$ cat src/logic/sys_config_pkg.sv
package sys_config_pkg;
  // auxiliary control register layout
  localparam logic [7:0] aux_ctrl_addr = 8'hA2;
  localparam int aux_software_reset_trigger_bit = 3;
  localparam int aux_zero_bit = 2;
  localparam int aux_dps_bit = 0;
  localparam logic [7:0] aux_write_mask = 8'hFB;
  localparam logic [7:0] aux_reset_value = 8'h00;
  // pointer byte register addresses
  localparam logic [7:0] ptr_low_addr = 8'h82;
  localparam logic [7:0] ptr_high_addr = 8'h83;
  localparam logic [15:0] ptr_reset_value = 16'h0000;
  localparam logic [15:0] restart_address = 16'h0000;
  // code and data space map
  localparam logic [15:0] sig_addr_0 = 16'hFC30;
  localparam logic [15:0] sig_addr_1 = 16'hFC31;
  localparam logic [15:0] sig_addr_2 = 16'hFC60;
  localparam logic [15:0] cust_base = 16'hFCE0;
  localparam logic [15:0] cust_last = 16'hFCFF;
  localparam logic [15:0] cfg1_addr = 16'hFD00;
  localparam logic [15:0] cfg2_addr = 16'hFD01;
  localparam int cust_depth = 32;
  localparam int cust_aw = 5;
  // configuration byte one fields
  localparam int cfg_watchdog_config_enable_bit = 7;
  localparam int cfg_rpd_bit = 6;
  localparam int cfg_port_reset_level_bit = 5;
  localparam int cfg_bov_bit = 4;
  localparam int cfg_clock_rate_select_bit = 3;
  localparam logic [7:0] cfg_unprog_value = 8'hFF;
  localparam int machine_cycle_clocks = 12;
  localparam int machine_cycle_fast = 6;
  // programmer link
  localparam int prog_frame_bits = 32;

  typedef enum logic [2:0] {
    osc_high_xtal = 3'b000,
    osc_med_xtal = 3'b001,
    osc_low_xtal = 3'b010,
    osc_int_rc = 3'b011,
    osc_reserved = 3'b100,
    osc_ext_clock = 3'b111
  } osc_mode_t;

  typedef enum logic [3:0] {
    cmd_nop = 4'h0,
    cmd_write_code = 4'h1,
    cmd_read_code = 4'h2,
    cmd_write_cfg = 4'h3,
    cmd_read_cfg = 4'h4,
    cmd_prog_sb1 = 4'h5,
    cmd_prog_sb2 = 4'h6
  } prog_cmd_t;

  typedef enum logic [1:0] {
    link_idle = 2'b00,
    link_shift_in = 2'b01,
    link_exec = 2'b10,
    link_shift_out = 2'b11
  } link_state_t;

  // core special function register access
  typedef struct packed {
    logic wr;
    logic rd;
    logic [7:0] addr;
    logic [7:0] wdata;
  } sfr_req_t;

  // pointer instruction strobes
  typedef struct packed {
    logic inc;
    logic load;
    logic [15:0] value;
  } ptr_op_t;

  // decoded configuration outputs
  typedef struct packed {
    logic watchdog_config_enable;
    logic reset_pin_disable;
    logic port_reset_level;
    logic brownout_setting;
    logic clock_rate_select;
    osc_mode_t oscillator_select;
  } cfg_decode_t;
endpackage

$ cat src/logic/otp_store.sv
`timescale 1ns/1ns
module otp_store
  import sys_config_pkg::*;
(
  input wire logic clk,
  input wire logic reset_n,
  input wire logic wr_en,
  input wire logic [cust_aw-1:0] wr_addr,
  input wire logic [7:0] wr_data,
  input wire logic [cust_aw-1:0] rd_addr,
  output logic [7:0] rd_data
);
  // customer bytes; cells start blank, programming only clears bits
  logic [7:0] mem [cust_depth];
  genvar g;
  generate
    for (g = 0; g < cust_depth; g++)
    begin : cell_gen
      always_ff @(posedge clk)
      begin
        if (!reset_n)
        begin
          mem[g] <= cfg_unprog_value;
        end
        else if (wr_en && wr_addr == cust_aw'(g))
        begin
          mem[g] <= mem[g] & wr_data;
        end
      end
    end
  endgenerate
  always_ff @(posedge clk)
  begin
    if (!reset_n)
    begin
      rd_data <= cfg_unprog_value;
    end
    else
    begin
      rd_data <= mem[rd_addr];
    end
  end
endmodule

$ cat src/logic/sys_config_aux.sv
`timescale 1ns/1ns
module sys_config_aux
  import sys_config_pkg::*;
#(
  parameter logic [7:0] sig_byte_0 = 8'h15, // arbitrary value
  parameter logic [7:0] sig_byte_1 = 8'h2A, // arbitrary value
  parameter logic [7:0] sig_byte_2 = 8'h3C  // arbitrary value
)
(
  input wire logic clk,
  input wire logic reset_n,
  input wire logic power_on,
  input wire sfr_req_t sfr_req,
  input wire ptr_op_t ptr_op,
  input wire logic code_rd,
  input wire logic [7:0] code_offset,
  input wire logic xdata_rd,
  input wire logic [7:0] watchdog_ctrl_in,
  input wire logic prog_mode,
  input wire logic prog_clk_pin,
  input wire logic prog_data_in,
  output logic prog_data_out,
  output logic prog_data_oe,
  output logic [7:0] sfr_rdata,
  output logic [15:0] data_pointer,
  output logic [15:0] code_addr,
  output logic [7:0] code_rdata,
  output logic code_hit,
  output logic [7:0] xdata_rdata,
  output logic core_reset,
  output logic [15:0] restart_pc,
  output cfg_decode_t cfg,
  output logic reset_pin_enable,
  output logic port_reset_value,
  output logic [3:0] clocks_per_cycle,
  output logic [7:0] watchdog_ctrl
);
  logic [7:0] auxiliary_control;
  logic [15:0] ptr_bank [2];
  logic [7:0] system_config_byte_one;
  logic [7:0] system_config_byte_two;
  logic [7:0] cfg_latched;
  logic security_bit_one;
  logic security_bit_two;
  logic pointer_select;
  logic [15:0] sel_ptr;
  logic [15:0] next_code_addr;
  logic clk_s1, clk_s2, clk_s3, din_s1, din_s2, mode_s1, mode_s2;
  logic clk_rise, clk_fall;
  link_state_t link_state;
  logic [prog_frame_bits-1:0] shift;
  logic [5:0] bit_count;
  logic cust_wr;
  logic [7:0] cust_rd;
  logic [7:0] cust_rdata;
  prog_cmd_t cmd;
  logic [15:0] cmd_addr;
  logic [7:0] cmd_data;

  assign pointer_select = auxiliary_control[aux_dps_bit];
  assign sel_ptr = ptr_bank[pointer_select];
  assign cmd = prog_cmd_t'(shift[27:24]);
  assign cmd_addr = shift[23:8];
  assign cmd_data = shift[7:0];

  // ----------------------------------------------------------------
  // auxiliary control and software reset
  // ----------------------------------------------------------------
  always_ff @(posedge clk)
  begin
    if (!reset_n)
    begin
      auxiliary_control <= aux_reset_value;
      core_reset <= 1'b0;
      restart_pc <= restart_address;
    end
    else if (sfr_req.wr && sfr_req.addr == aux_ctrl_addr)
    begin
      if (sfr_req.wdata[aux_software_reset_trigger_bit])
      begin
        auxiliary_control <= aux_reset_value;
        core_reset <= 1'b1;
        restart_pc <= restart_address;
      end
      else
      begin
        auxiliary_control <= sfr_req.wdata & aux_write_mask;
        auxiliary_control[aux_software_reset_trigger_bit] <= 1'b0;
        core_reset <= 1'b0;
      end
    end
    else
    begin
      core_reset <= 1'b0;
    end
  end

  // ----------------------------------------------------------------
  // dual data pointers
  // ----------------------------------------------------------------
  genvar g;
  generate
    for (g = 0; g < 2; g++)
    begin : ptr_gen
      always_ff @(posedge clk)
      begin
        if (!reset_n || core_reset)
        begin
          ptr_bank[g] <= ptr_reset_value;
        end
        else if (pointer_select == 1'(g))
        begin
          if (ptr_op.load)
          begin
            ptr_bank[g] <= ptr_op.value;
          end
          else if (ptr_op.inc)
          begin
            ptr_bank[g] <= ptr_bank[g] + 16'h0001;
          end
          else if (sfr_req.wr && sfr_req.addr == ptr_low_addr)
          begin
            ptr_bank[g][7:0] <= sfr_req.wdata;
          end
          else if (sfr_req.wr && sfr_req.addr == ptr_high_addr)
          begin
            ptr_bank[g][15:8] <= sfr_req.wdata;
          end
        end
      end
    end
  endgenerate

  always_ff @(posedge clk)
  begin
    if (!reset_n)
    begin
      sfr_rdata <= 8'h00;
      data_pointer <= ptr_reset_value;
    end
    else
    begin
      data_pointer <= sel_ptr;
      case (sfr_req.addr)
        aux_ctrl_addr: sfr_rdata <= auxiliary_control;
        ptr_low_addr: sfr_rdata <= sel_ptr[7:0];
        ptr_high_addr: sfr_rdata <= sel_ptr[15:8];
        default: sfr_rdata <= 8'h00;
      endcase
    end
  end

  // ----------------------------------------------------------------
  // configuration space reads
  // ----------------------------------------------------------------
  assign next_code_addr = sel_ptr + {8'h00, code_offset};
  assign cust_rd = next_code_addr[7:0] - cust_base[7:0];

  always_ff @(posedge clk)
  begin
    if (!reset_n)
    begin
      code_addr <= 16'h0000;
      code_rdata <= 8'h00;
      code_hit <= 1'b0;
      xdata_rdata <= 8'h00;
    end
    else
    begin
      code_addr <= next_code_addr;
      code_hit <= 1'b0;
      if (code_rd)
      begin
        code_hit <= 1'b1;
        if (next_code_addr == sig_addr_0)
        begin
          code_rdata <= sig_byte_0;
        end
        else if (next_code_addr == sig_addr_1)
        begin
          code_rdata <= sig_byte_1;
        end
        else if (next_code_addr == sig_addr_2)
        begin
          code_rdata <= sig_byte_2;
        end
        else if (next_code_addr >= cust_base && next_code_addr <= cust_last)
        begin
          code_rdata <= cust_rdata;
        end
        else
        begin
          code_hit <= 1'b0;
        end
      end
      if (xdata_rd)
      begin
        if (sel_ptr == cfg1_addr)
        begin
          xdata_rdata <= system_config_byte_one;
        end
        else if (sel_ptr == cfg2_addr)
        begin
          xdata_rdata <= system_config_byte_two;
        end
        else
        begin
          xdata_rdata <= 8'h00;
        end
      end
    end
  end

  // in programming mode the address is taken one shift ahead, so the
  // registered byte is ready when the frame executes
  otp_store cust_mem (
    .clk(clk),
    .reset_n(reset_n),
    .wr_en(cust_wr),
    .wr_addr(cmd_addr[cust_aw-1:0]),
    .wr_data(cmd_data),
    .rd_addr(mode_s2 ? shift[cust_aw+6:7] : cust_rd[cust_aw-1:0]),
    .rd_data(cust_rdata)
  );

  // ----------------------------------------------------------------
  // power-up latch and decode
  // ----------------------------------------------------------------
  always_ff @(posedge clk)
  begin
    if (!reset_n)
    begin
      cfg_latched <= cfg_unprog_value;
      cfg <= '1;
      reset_pin_enable <= 1'b1;
      port_reset_value <= 1'b1;
      clocks_per_cycle <= 4'(machine_cycle_clocks);
    end
    else if (power_on)
    begin
      cfg_latched <= system_config_byte_one;
      cfg.watchdog_config_enable <= system_config_byte_one[cfg_watchdog_config_enable_bit];
      cfg.reset_pin_disable <= system_config_byte_one[cfg_rpd_bit];
      cfg.port_reset_level <= system_config_byte_one[cfg_port_reset_level_bit];
      cfg.brownout_setting <= system_config_byte_one[cfg_bov_bit];
      cfg.clock_rate_select <= system_config_byte_one[cfg_clock_rate_select_bit];
      case (system_config_byte_one[2:0])
        3'b111: cfg.oscillator_select <= osc_ext_clock;
        3'b011: cfg.oscillator_select <= osc_int_rc;
        3'b010: cfg.oscillator_select <= osc_low_xtal;
        3'b001: cfg.oscillator_select <= osc_med_xtal;
        3'b000: cfg.oscillator_select <= osc_high_xtal;
        default: cfg.oscillator_select <= osc_reserved;
      endcase
      reset_pin_enable <= !system_config_byte_one[cfg_rpd_bit];
      port_reset_value <= system_config_byte_one[cfg_port_reset_level_bit];
      clocks_per_cycle <= system_config_byte_one[cfg_clock_rate_select_bit] ?
        4'(machine_cycle_fast) : 4'(machine_cycle_clocks);
    end
  end

  // ----------------------------------------------------------------
  // watchdog overrides
  // ----------------------------------------------------------------
  always_ff @(posedge clk)
  begin
    if (!reset_n)
    begin
      watchdog_ctrl <= 8'h00;
    end
    else if (cfg_latched[cfg_watchdog_config_enable_bit])
    begin
      watchdog_ctrl <= {watchdog_ctrl_in[7:5], 1'b1, 1'b0,
        watchdog_ctrl_in[2:0]};
    end
    else
    begin
      watchdog_ctrl <= {watchdog_ctrl_in[7:5], 1'b0,
        watchdog_ctrl_in[3:0]};
    end
  end

  // ----------------------------------------------------------------
  // serial programming link
  // ----------------------------------------------------------------
  always_ff @(posedge clk)
  begin
    if (!reset_n)
    begin
      {clk_s1, clk_s2, clk_s3} <= 3'b000;
      {din_s1, din_s2, mode_s1, mode_s2} <= 4'h0;
    end
    else
    begin
      clk_s1 <= prog_clk_pin;
      clk_s2 <= clk_s1;
      clk_s3 <= clk_s2;
      din_s1 <= prog_data_in;
      din_s2 <= din_s1;
      mode_s1 <= prog_mode;
      mode_s2 <= mode_s1;
    end
  end
  assign clk_rise = clk_s2 && !clk_s3;
  assign clk_fall = !clk_s2 && clk_s3;
  assign cust_wr = link_state == link_exec && cmd == cmd_write_code &&
    security_bit_one && cmd_addr >= cust_base &&
    cmd_addr <= cust_last;

  always_ff @(posedge clk)
  begin
    if (!reset_n)
    begin
      link_state <= link_idle;
      shift <= '0;
      bit_count <= 6'h00;
      prog_data_out <= 1'b0;
      prog_data_oe <= 1'b0;
      system_config_byte_one <= cfg_unprog_value;
      system_config_byte_two <= cfg_unprog_value;
      security_bit_one <= 1'b1;
      security_bit_two <= 1'b1;
    end
    else if (!mode_s2)
    begin
      link_state <= link_idle;
      prog_data_oe <= 1'b0;
      bit_count <= 6'h00;
    end
    else
    begin
      case (link_state)
        link_idle:
        begin
          prog_data_oe <= 1'b0;
          bit_count <= 6'h00;
          link_state <= link_shift_in;
        end
        link_shift_in:
        begin
          if (clk_rise)
          begin
            shift <= {shift[prog_frame_bits-2:0], din_s2};
            bit_count <= bit_count + 6'h01;
            if (bit_count == 6'(prog_frame_bits - 1))
            begin
              link_state <= link_exec;
            end
          end
        end
        link_exec:
        begin
          bit_count <= 6'h00;
          link_state <= link_shift_in;
          case (cmd)
            cmd_write_cfg:
            begin
              if (security_bit_one)
              begin
                if (cmd_addr == cfg1_addr)
                begin
                  system_config_byte_one <= system_config_byte_one & cmd_data;
                end
                else if (cmd_addr == cfg2_addr)
                begin
                  system_config_byte_two <= system_config_byte_two & cmd_data;
                end
              end
            end
            cmd_prog_sb1: security_bit_one <= 1'b0;
            cmd_prog_sb2: security_bit_two <= 1'b0;
            cmd_read_code, cmd_read_cfg:
            begin
              if (security_bit_one || security_bit_two)
              begin
                shift <= {cmd == cmd_read_cfg ?
                  (cmd_addr == cfg1_addr ? system_config_byte_one :
                   system_config_byte_two) :
                  cust_rdata,
                  24'h000000};
                link_state <= link_shift_out;
              end
            end
            default: link_state <= link_shift_in;
          endcase
        end
        link_shift_out:
        begin
          prog_data_oe <= 1'b1;
          if (clk_fall)
          begin
            prog_data_out <= shift[prog_frame_bits-1];
            shift <= {shift[prog_frame_bits-2:0], 1'b0};
            bit_count <= bit_count + 6'h01;
            if (bit_count == 6'h08)
            begin
              prog_data_oe <= 1'b0;
              bit_count <= 6'h00;
              link_state <= link_shift_in;
            end
          end
        end
        default: link_state <= link_idle;
      endcase
    end
  end
endmodule

$ cat config.mk
export PLATFORM = sky130hd
export DESIGN_NAME = sys_config_aux
export DESIGN_NICKNAME = d
export VERILOG_FILES = /design/src/logic/sys_config_pkg.sv /design/src/logic/otp_store.sv /design/src/logic/sys_config_aux.sv
export SDC_FILE = /design/constraint.sdc
export NUM_CORES = 1
export LEC_CHECK = 0
export CAP_MARGIN = 0
export CORE_MARGIN = 3
export CORE_UTILIZATION = 45
export CTS_CLUSTER_SIZE = 30
export DETAILED_ROUTE_END_ITERATION = 8
export DONT_BUFFER_PORTS = 1
export GPL_ROUTABILITY_DRIVEN = 0
export HOLD_SLACK_MARGIN = 0.06
export PLACE_DENSITY_LB_ADDON = 0.12
export SYNTH_ARGS = -nofsm -noshare
export SYNTH_HDL_FRONTEND = slang
export SYNTH_SLANG_ARGS = --single-unit
$ cat constraint.sdc
create_clock -name clk -period 3.7 [get_ports clk]
set_input_delay 0.37 -clock clk [delete_from_list [all_inputs] [get_ports clk]]
set_output_delay 0.37 -clock clk [all_outputs]
set_load 0.02 [all_outputs]
==> impl_metrics.env, run 1 <==
export IMPL_vias=15640
export IMPL_slew_headroom_pct=32.30
export IMPL_root_buffer="clkbuf_16"
export IMPL_drive_above_1_share_pct=14.35
export IMPL_synthTopCellsByCount="465 x nand2_1, 288 x edfxtp_1, 162 x nor2_1, 159 x dfxtp_1, 93 x a21o_1"
export IMPL_hold_path_cell_count=4
export IMPL_rsz0062_at_grt="false"
export IMPL_hold_viol_final=0
export IMPL_worstPathRequired_ns=4.13
export IMPL_synthFlopType="edfxtp_1"
export IMPL_hold_slack_ns=0.09761
export IMPL_grt_max_degree=70
export IMPL_post_cts_setup_buffers=0
export IMPL_finClkSkew_ns=0.02748
export IMPL_antenna_left=0
export IMPL_grt_pass1_wl_mm=90.44
export IMPL_die_x_um=224.7
export IMPL_vias_per_cell=5.744
export IMPL_max_vdd_ir_drop_mv=0.3280
export IMPL_clock_latency_ns=0.59
export IMPL_final_area_um2=24630
export IMPL_outcome="finished clean"
export IMPL_synthTopCellsByArea="edfxtp_1 40%, dfxtp_1 15%, nand2_1 8.1%"
export IMPL_finalMaxSlewViolations=0
export IMPL_synth_edff_count=288
export IMPL_htreeDepth=2
export IMPL_drt_total_wl_mm=57.88
export IMPL_syn_area_um2=21530
export IMPL_worst_pin_slew_ns=1.012
export IMPL_io_pins=158
export IMPL_tns_ns=0
export IMPL_synth_cells=2010
export IMPL_drt_iter0_markers=1388
export IMPL_cts_tree="built"
export IMPL_rr_worst_depth=12
export IMPL_utilization_pct=52.46
export IMPL_gr_total_overflow=0
export IMPL_final_net_count=2149
export IMPL_crit_type="register to register"
export IMPL_p_total_mw=11.53
export IMPL_start_util_pct=45.86
export IMPL_clock_sinks=447
export IMPL_antenna_found_initial=3
export IMPL_rows=79
export IMPL_placed_area_um2=22490
export IMPL_arrival_ns=3.87
export IMPL_port_buffers=0
export IMPL_drtPass1Iterations=5
export IMPL_fmax_mhz=291.0
export IMPL_ys_async_sr_fraction_pct=0
export IMPL_drc=0
export IMPL_wire_per_inst_um=21.26
export IMPL_fin_crit_ns=3.437
export IMPL_ys_types=78
export IMPL_hold_class="primary input to register"
export IMPL_fp_dieH_um=224.7
export IMPL_hpwl_mm=39.41
export IMPL_yosysSeqAreaShare_pct=54.95
export IMPL_coreArea_um2=46950
export IMPL_yosys_area_top_type_share_pct=40.17
export IMPL_area_growth_pct=14.40
export IMPL_start_kind="register"
export IMPL_synth_area_per_cell_um2=10.71
export IMPL_synth_area_leader_cell="edfxtp_1"
export IMPL_post_synth_top_count_cell="nand2_1"
export IMPL_min_period_over_period_pct=92.88
export IMPL_cap_violations=0
export IMPL_cts_buffers=49
export IMPL_clock_tree_buffer_depth=3
export IMPL_grt_pass1_vias=15290
export IMPL_finalSetupViolations=0
export IMPL_design_die_area_um2=50510
export IMPL_yosysWarnings=0
export IMPL_clk_pin_slew_ns=0.06
export IMPL_cp_max_fo=57
export IMPL_ys_ff_latch=447
export IMPL_cp_end_kind="register"
export IMPL_p_leak_nw=7.523
export IMPL_grt_usage_pct=22.85
export IMPL_p_per_area_nw_per_um2=468.0
-- worst paths after layout --
check	start	endpoint	slack (ns)
max	register	cust_mem.rd_data[5]	0.26
min	sfr_req[13]	sfr_rdata[0]	0.1
max reg2reg	register	cust_mem.rd_data[5]	0.26
min reg2reg	din_s1	din_s2	0.43
-- report_power, final --
| group | total, mW | internal (mW) | switching, mW |
|---|---|---|---|
| registers | 5.47 | 5.36 | 0.110 |
| clock network | 5.08 | 3.04 | 2.05 |
| logic | 0.971 | 0.395 | 0.576 |
| total | 11.5 | 8.79 | 2.73 |
-- logic make-up (layout without fill, tap and decap cells) --
group	Yosys count	after routing	synth area share (%)
adders and majority gates	18	18	1.081
buffers and inverters	164	249	3.487
DFF	447	447	54.95
other	2	22	0.03488
and+or+nand+nor	830	830	16.73
muxes	148	148	10.94
xor gates and xnor gates	48	48	1.987
AOI/OAI and AO/OA	353	353	10.79
-- cell type report --
type / instances / area, µm²
fill: 4202 / 22320
sequential: 447 / 11830
multi-input combinational: 1415 / 9055
clock buffer: 62 / 1441
timing repair buffer: 134 / 1177
tap: 607 / 759.5
clock inverter: 29 / 264.0
inverter: 24 / 90.09
antenna: 4 / 10.01
-- worst max-delay path, stage by stage (launching register included) --
cell and delay, ns:
dfxtp_2 0.42, mux2i_4 0.27, inv_1 0.10, ha_1 0.23
fa_1 0.55, mux2i_4 0.20, buf_12 0.35, buf_4 0.25
mux4_2 0.29, mux2i_1 0.22, nand2_1 0.09, o211ai_1 0.14
o211ai_1 0.13
-- cells in the final DEF, fill, tap and decap left out, types with 6 or more instances in the layout --
master and count:
a211oi_1 6, a21o_1 93, a21oi_1 85, a221oi_1 10, a22o_1 16, a22oi_1 8, and2_1 34, and3_1 11
buf_4 89, clkbuf_16 54, clkbuf_8 6, clkinv_1 8, clkinv_2 11, conb_1 18, dfxtp_1 157, dlygate4sd3_1 39
edfxtp_1 288, ha_1 17, inv_1 22, mux2_2 29, mux2i_1 49, mux4_2 64, nand2_1 465, nand2b_1 8
nand3_1 65, nand4_1 14, nor2_1 161, nor2b_1 9, nor3_1 16, nor3b_1 8, o211ai_1 17, o21ai_0 71
o21ai_1 7, o2bb2ai_1 6, or2_2 7, xnor2_1 24, xor2_1 22
-- through the flow --
step | setup WS [ns] | std cells
3_3_place_gp | 0.1957 | 2587
3_5_place_dp | 0.1425 | 2587
2_1_floorplan | 0.006663 | 2026
4_1_cts | 0.1222 | 2718
5_1_grt | 0.03225 | 2722
6_report | 0.2634 | 2722
-- per-layer routing --
metal,part of all wire (%),track usage [%]
met1,45,32.18
met2,46,36.31
met3,6.8,3.759
met4,2.6,7.505
met5,0,0
-- repair_timing --
item                       CTS  global route
hold buffers                40             0
setup endpoints to repair    0             8
gates resized for setup      0             3
hold endpoints to repair   120             0
-- flip-flops by register name, indices dropped and copies added, names as in the netlist, 2 cells and up, named ones only --
signal / count
link_state: 2
bit_count: 6
xdata_rdata: 8
cust_mem.rd_data: 8
cfg: 3
system_config_byte_two: 8
code_rdata: 8
code_addr: 16
auxiliary_control: 6
cust_mem.mem: 256
ptr_bank: 32
shift: 32
cfg_latched: 5
watchdog_ctrl: 8
data_pointer: 16
sfr_rdata: 8
system_config_byte_one: 8
clocks_per_cycle: 2
(Power assumes the default switching activity.)
==> run 2: changes to the inputs <==
--- a/config.mk
+++ b/config.mk
@@ -14,6 +14,7 @@
 export GPL_ROUTABILITY_DRIVEN = 0
 export HOLD_SLACK_MARGIN = 0.06
 export PLACE_DENSITY_LB_ADDON = 0.12
+export SETUP_SLACK_MARGIN = 0.3
 export SYNTH_ARGS = -nofsm -noshare
 export SYNTH_HDL_FRONTEND = slang
 export SYNTH_SLANG_ARGS = --single-unit
==> run 2 against run 1 <==
Clock skew down 0.012 ns. Cell area is 0.45% lower. Via count is 0.77% lower. Hold slack got worse by 0.0032 ns. Die area did not move. First-iteration DRC count rose by 14%. Sequential share of layout area rose by 0.23 points. Critical path depth unchanged. Critical path type unchanged. Critical endpoint is now code_rdata[0].
==> impl_metrics.env, run 2 (synthesis gave the netlist of run 1 again) <==
export IMPL_drc=0
export IMPL_cp_top_family="compound AO/OA/AOI/OAI gates"
export IMPL_antenna_found_initial=4
export IMPL_hold_slack_ns=0.09441
export IMPL_r2r_end="code_rdata[0]"
export IMPL_finalSetupViolations=0
export IMPL_timing_final_ws_setup_ns=0.4176
export IMPL_max_vdd_ir_drop_mv=0.3552
export IMPL_arrival_ns=3.77
export IMPL_critical_path_slowest_cell="mux2_2"
export IMPL_drive_above_1_share_pct=14.33
export IMPL_rrSetupSlack_ns=0.42
export IMPL_fmax_mhz=304.7
export IMPL_start_util_pct=45.86
export IMPL_crit_type="register to register"
export IMPL_grt_pass1_wl_mm=90.29
export IMPL_largest_reg_flops=256
export IMPL_drtPass1Iterations=6
export IMPL_design_die_area_um2=50510
export IMPL_coreArea_um2=46950
export IMPL_fp_dieH_um=224.7
export IMPL_drt_iter0_markers=1586
export IMPL_fin_crit_ns=3.282
export IMPL_cts_buffers=49
export IMPL_place_ws_ns=0.2658
export IMPL_p_leak_nw=7.399
export IMPL_grt_usage_pct=22.72
export IMPL_clk_pin_slew_ns=0.06
export IMPL_hold_path_cell_count=2
export IMPL_clock_tree_buffer_depth=3
export IMPL_io_pins=158
export IMPL_root_buffer="clkbuf_16"
export IMPL_tns_ns=0
export IMPL_cp_end_kind="register"
export IMPL_outcome="finished clean"
export IMPL_grt_max_degree=73
export IMPL_finalMaxSlewViolations=0
export IMPL_biggestRegsByFlops="cust_mem.mem: 256 flops, ptr_bank: 32 flops, shift: 32 flops"
export IMPL_vias_per_cell=5.740
export IMPL_wire_per_inst_um=21.58
export IMPL_hpwl_mm=39.68
export IMPL_hold_viol_final=0
export IMPL_cp_max_fo=9
export IMPL_drt_total_wl_mm=58.34
export IMPL_grt_pass1_vias=15250
export IMPL_final_cell_mix="465 x nand2_1, 288 x edfxtp_1, 161 x nor2_1"
export IMPL_worst_pin_slew_ns=1.283
export IMPL_cp_cell_sequence="buf_6 > mux2_2 > ha_4 > a21o_1 > a21oi_2 > a31oi_1 > o41ai_1 > buf_4 > nor4_4 > and4_4 > nand2_2 > o311a_1"
export IMPL_port_buffers=0
export IMPL_rr_worst_depth=12
export IMPL_hold_end="system_config_byte_one[0]"
export IMPL_die_x_um=224.7
export IMPL_min_from="reset_n"
export IMPL_rsz0062_at_grt="true"
export IMPL_gr_total_overflow=0
export IMPL_clock_sinks=447
export IMPL_cpPeakStageDelay_ns=0.42
export IMPL_slew_headroom_pct=14.18
export IMPL_p_per_area_nw_per_um2=464.4
export IMPL_largest_register="cust_mem.mem"
export IMPL_final_net_count=2131
export IMPL_critical_path_cell_count=12
export IMPL_start_kind="register"
export IMPL_area_growth_pct=13.89
export IMPL_htreeDepth=2
export IMPL_cap_violations=0
export IMPL_finClkSkew_ns=0.01570
export IMPL_cts_tree="built"
export IMPL_antenna_left=0
export IMPL_hold_class="primary input to register"
export IMPL_min_period_over_period_pct=88.71
export IMPL_worstPathRequired_ns=4.18
export IMPL_final_common_cell="nand2_1"
export IMPL_clock_latency_ns=0.59
export IMPL_rows=79
export IMPL_cp_num_buf_inv=2
export IMPL_vias=15520
[run 2: cell types whose count changed in the layout (fill, tap and decap cells not counted), moves of 3 or more]
cell,delta
inv_6,+4
clkinv_2,-3
clkinv_4,+3
clkinv_1,-6
clkbuf_1,+4
bufinv_16,-3
buf_4,-19
[run 2: layout make-up]
type | instances | area (µm²)
Clock inverter | 28 | 234.0
Fill cell | 4132 | 22430
Multi-Input combinational cell | 1415 | 9146
Timing Repair Buffer | 116 | 1055
Tap cell | 607 | 759.5
Inverter | 24 | 90.09
Sequential cell | 447 | 11840
Antenna cell | 2 | 5.005
Clock buffer | 64 | 1395
[run 2: power by group]
part	leakage (nW)	switching, mW	internal, mW
registers	3.38	0.113	5.36
clock network	0.799	2.13	2.77
logic	3.22	0.605	0.408
total	7.40	2.85	8.54
[run 2: worst max path at each step]
stage,startpoint,to,slack [ns]
after floorplan,register,code_rdata[0],0.21
after global placement,register,code_rdata[0],0.31
after detailed placement,register,code_rdata[2],0.27
after CTS,ptr_bank[1][0],cust_mem.rd_data[6],0.31
after global routing,register,code_rdata[0],0.27
final,register,code_rdata[0],0.42
[run 2: metal layers]
| metal | vias to the layer above | wire length [µm] | global-route usage (%) |
|---|---|---|---|
| met3 | 119 | 4223 | 4.255 |
| met5 | - | 41 | 0 |
| met4 | 6 | 1666 | 7.628 |
| li1 | 7263 | - | - |
| met1 | 7543 | 25780 | 31.35 |
| met2 | 585 | 26630 | 36.41 |
[run 2: repair_timing]
item | in CTS | in global routing
resized for setup | 2 | 9
endpoints found under the hold margin | 120 | 0
pin swaps | 3 | 2
setup buffers | 2 | 7
gates cloned | 0 | 1
hold buffers | 40 | 0
endpoints found under the setup margin | 4 | 15
[run 2: metrics by stage]
| stage | utilization (%) | instances | power [mW] | cell area [µm²] |
|---|---|---|---|---|
| floorplan | - | 2026 | 6.262 | 21730 |
| detailed placement | 47.55 | 2559 | 6.480 | 22330 |
| global placement | 47.55 | 2559 | 6.470 | 22330 |
| global route | 52.23 | 2703 | 11.77 | 24520 |
| finish | 52.23 | 2703 | 11.39 | 24520 |
| CTS | 51.95 | 2693 | 11.45 | 24390 |
[run 2: worst register-to-register path: cells and delay by family (launching register included)]
family,cells,cell delay (ns)
DFF,1,0.41
adders and majority gates,1,0.35
buffers and inverters,2,0.32
muxes,1,0.42
AOI/OAI and AO/OA,5,0.94
and+or+nand+nor,3,0.73
==> run 3: changes to the inputs <==
--- a/config.mk
+++ b/config.mk
@@ -5,15 +5,14 @@
 export SDC_FILE = /design/constraint.sdc
 export NUM_CORES = 1
 export LEC_CHECK = 0
+export BUFFER_PORTS_ARGS = -buffer_cell sky130_fd_sc_hd__buf_2
 export CAP_MARGIN = 0
 export CORE_MARGIN = 3
 export CORE_UTILIZATION = 45
 export CTS_CLUSTER_SIZE = 30
 export DETAILED_ROUTE_END_ITERATION = 8
-export DONT_BUFFER_PORTS = 1
 export GPL_ROUTABILITY_DRIVEN = 0
-export HOLD_SLACK_MARGIN = 0.06
-export PLACE_DENSITY_LB_ADDON = 0.12
+export PLACE_DENSITY_LB_ADDON = 0.1
 export SETUP_SLACK_MARGIN = 0.3
 export SYNTH_ARGS = -nofsm -noshare
 export SYNTH_HDL_FRONTEND = slang
==> run 3 against run 2 <==
Routed wire length down 2.2%. Hold slack got worse by 0.024 ns. Global-route usage down 0.36 points. Register-to-register slack barely moved. Final cell count is 3.8% higher. Clock skew increased by 0.0052 ns. Sequential power down 0.9%. Critical path type unchanged. Largest cell class unchanged.
==> impl_metrics.env, run 3 (synthesis gave the netlist of run 1 again) <==
export IMPL_outcome="finished clean"
export IMPL_clock_tree_buffer_depth=3
export IMPL_arrival_ns=3.71
export IMPL_crit_path_start="ptr_bank[1][0]"
export IMPL_cts_tree="built"
export IMPL_p_leak_nw=7.872
export IMPL_p_sw_share_pct=23.99
export IMPL_hold_viol_final=0
export IMPL_final_cell_mix="465 x nand2_1, 288 x edfxtp_1, 161 x nor2_1"
export IMPL_placed_area_um2=23070
export IMPL_slew_headroom_pct=19.74
export IMPL_htreeDepth=2
export IMPL_r2r_start="ptr_bank[1][0]"
export IMPL_clk_pin_slew_ns=0.06
export IMPL_largest_reg_flops=256
export IMPL_min_period_over_period_pct=88.81
export IMPL_hold_class="primary input to register"
export IMPL_worstPathRequired_ns=4.12
export IMPL_start_util_pct=45.86
export IMPL_finClkSkew_ns=0.02090
export IMPL_port_buffers=137
export IMPL_pwr_share_clk_pct=42.4
export IMPL_comb_power_share_pct=9.7
export IMPL_tns_ns=0
export IMPL_p_switching_mw=2.718
export IMPL_wire_per_inst_um=20.33
export IMPL_root_buffer="clkbuf_16"
export IMPL_io_pins=158
export IMPL_final_net_count=2240
export IMPL_pwr_share_seq_pct=47.9
export IMPL_worst_pin_slew_ns=1.204
export IMPL_r2r_end="cust_mem.rd_data[5]"
export IMPL_grt_usage_pct=22.36
export IMPL_largest_register="cust_mem.mem"
export IMPL_biggestRegsByFlops="cust_mem.mem: 256 flops, ptr_bank: 32 flops, shift: 32 flops"
export IMPL_cts_buffers=48
export IMPL_final_area_um2=24880
export IMPL_clock_sinks=447
export IMPL_gr_total_overflow=0
export IMPL_fmax_mhz=304.3
export IMPL_fp_dieH_um=224.7
export IMPL_die_x_um=224.7
export IMPL_fin_crit_ns=3.286
export IMPL_max_vdd_ir_drop_mv=0.4177
export IMPL_endpoint="cust_mem.rd_data[5]"
export IMPL_antenna_found_initial=0
export IMPL_final_common_cell="nand2_1"
export IMPL_rows=79
export IMPL_coreArea_um2=46950
export IMPL_start_kind="register"
export IMPL_drc=0
export IMPL_vias=15670
export IMPL_grt_pass1_wl_mm=88.37
export IMPL_p_per_area_nw_per_um2=455.4
export IMPL_clock_latency_ns=0.59
export IMPL_cp_end_kind="register"
export IMPL_crit_type="register to register"
export IMPL_hpwl_mm=40.27
export IMPL_drive_above_1_share_pct=19.41
export IMPL_rr_worst_depth=10
export IMPL_area_growth_pct=15.54
export IMPL_grt_pass1_vias=14900
export IMPL_finalSetupViolations=0
export IMPL_vias_per_cell=5.582
export IMPL_finalMaxSlewViolations=0
export IMPL_drtPass1Iterations=7
export IMPL_antenna_left=0
export IMPL_design_die_area_um2=50510
export IMPL_drt_total_wl_mm=57.06
export IMPL_drt_iter0_markers=1272
export IMPL_rsz0062_at_grt="false"
export IMPL_insertedDiodeCount=0
export IMPL_cap_violations=0
export IMPL_rrSetupSlack_ns=0.41
export IMPL_cp_max_fo=38
export IMPL_grt_max_degree=65
export IMPL_intPower_mw=8.610
==> run 3: critical path: stages, from the launching register on <==
cell,delay [ns]
edfxtp_1,0.50
mux2i_4,0.21
inv_2,0.08
ha_4,0.18
fa_2,0.54
mux2i_4,0.28
buf_12,0.28
mux4_2,0.36
mux2_2,0.28
o211ai_1,0.26
o211ai_1,0.15
==> run 3: per-stage QoR <==
stage / setup slack, ns / cells / utilization [%] / hold slack (ns) / power (mW)
after detailed placement: 0.2947 / 2700 / 49.13 / 0.4191 / 6.584
after global routing: 0.3000 / 2807 / 52.98 / 0.05280 / 11.73
after floorplan: 0.2098 / 2026 / - / 0.4119 / 6.262
final: 0.4141 / 2807 / 52.98 / 0.07013 / 11.33
after CTS: 0.2848 / 2798 / 52.71 / 0.03196 / 11.41
after global placement: 0.3247 / 2700 / 49.13 / 0.4284 / 6.577
==> run 3: timing repair <==
action | 4_1_cts | 5_1_grt
pin swaps | 1 | 6
endpoints found under the hold margin | 10 | 0
hold buffers | 10 | 0
setup buffers | 0 | 8
resized for setup | 1 | 9
gates cloned | 0 | 1
setup endpoints to repair | 2 | 15
==> run 3: cell type report <==
cell class	count	area, µm²
multi-input cells	1415	9144
repair buffers	226	1469
inverters	24	90.09
clock inverters	17	153.9
well taps	607	759.5
clock buffers	71	1424
flip-flops and latches	447	11840
fillers	4168	22070
==> run 3: metal layers <==
metal  global-route usage (%)  share of wire (%)  wire [µm]
met5                        0                  0          0
met4                    5.372                2.0       1124
met3                    3.863                6.6       3752
met2                    34.99                 45      25900
met1                    32.72                 46      26290
==> run 3: power by group through the flow <==
| stage | combinational (mW) | clock (mW) | sequential, mW |
|---|---|---|---|
| 3_3_place_gp | 1.05 | 0 | 5.53 |
| 5_1_grt | 1.18 | 5.12 | 5.43 |
| 6_report | 1.10 | 4.80 | 5.42 |
| 3_5_place_dp | 1.05 | 0 | 5.53 |
| 2_1_floorplan | 0.713 | 0 | 5.55 |
| 4_1_cts | 1.07 | 4.92 | 5.42 |
==> run 3: worst min path at each step <==
stage             from        to  slack [ns]  cells past startpoint
2_1_floorplan   clk_s1    clk_s2        0.41                      1
3_3_place_gp   mode_s1   mode_s2        0.43                      1
3_5_place_dp   mode_s1   mode_s2        0.42                      1
4_1_cts        code_rd  code_hit        0.03                      3
5_1_grt        code_rd  code_hit        0.05                      3
6_report       code_rd  code_hit        0.07                      3
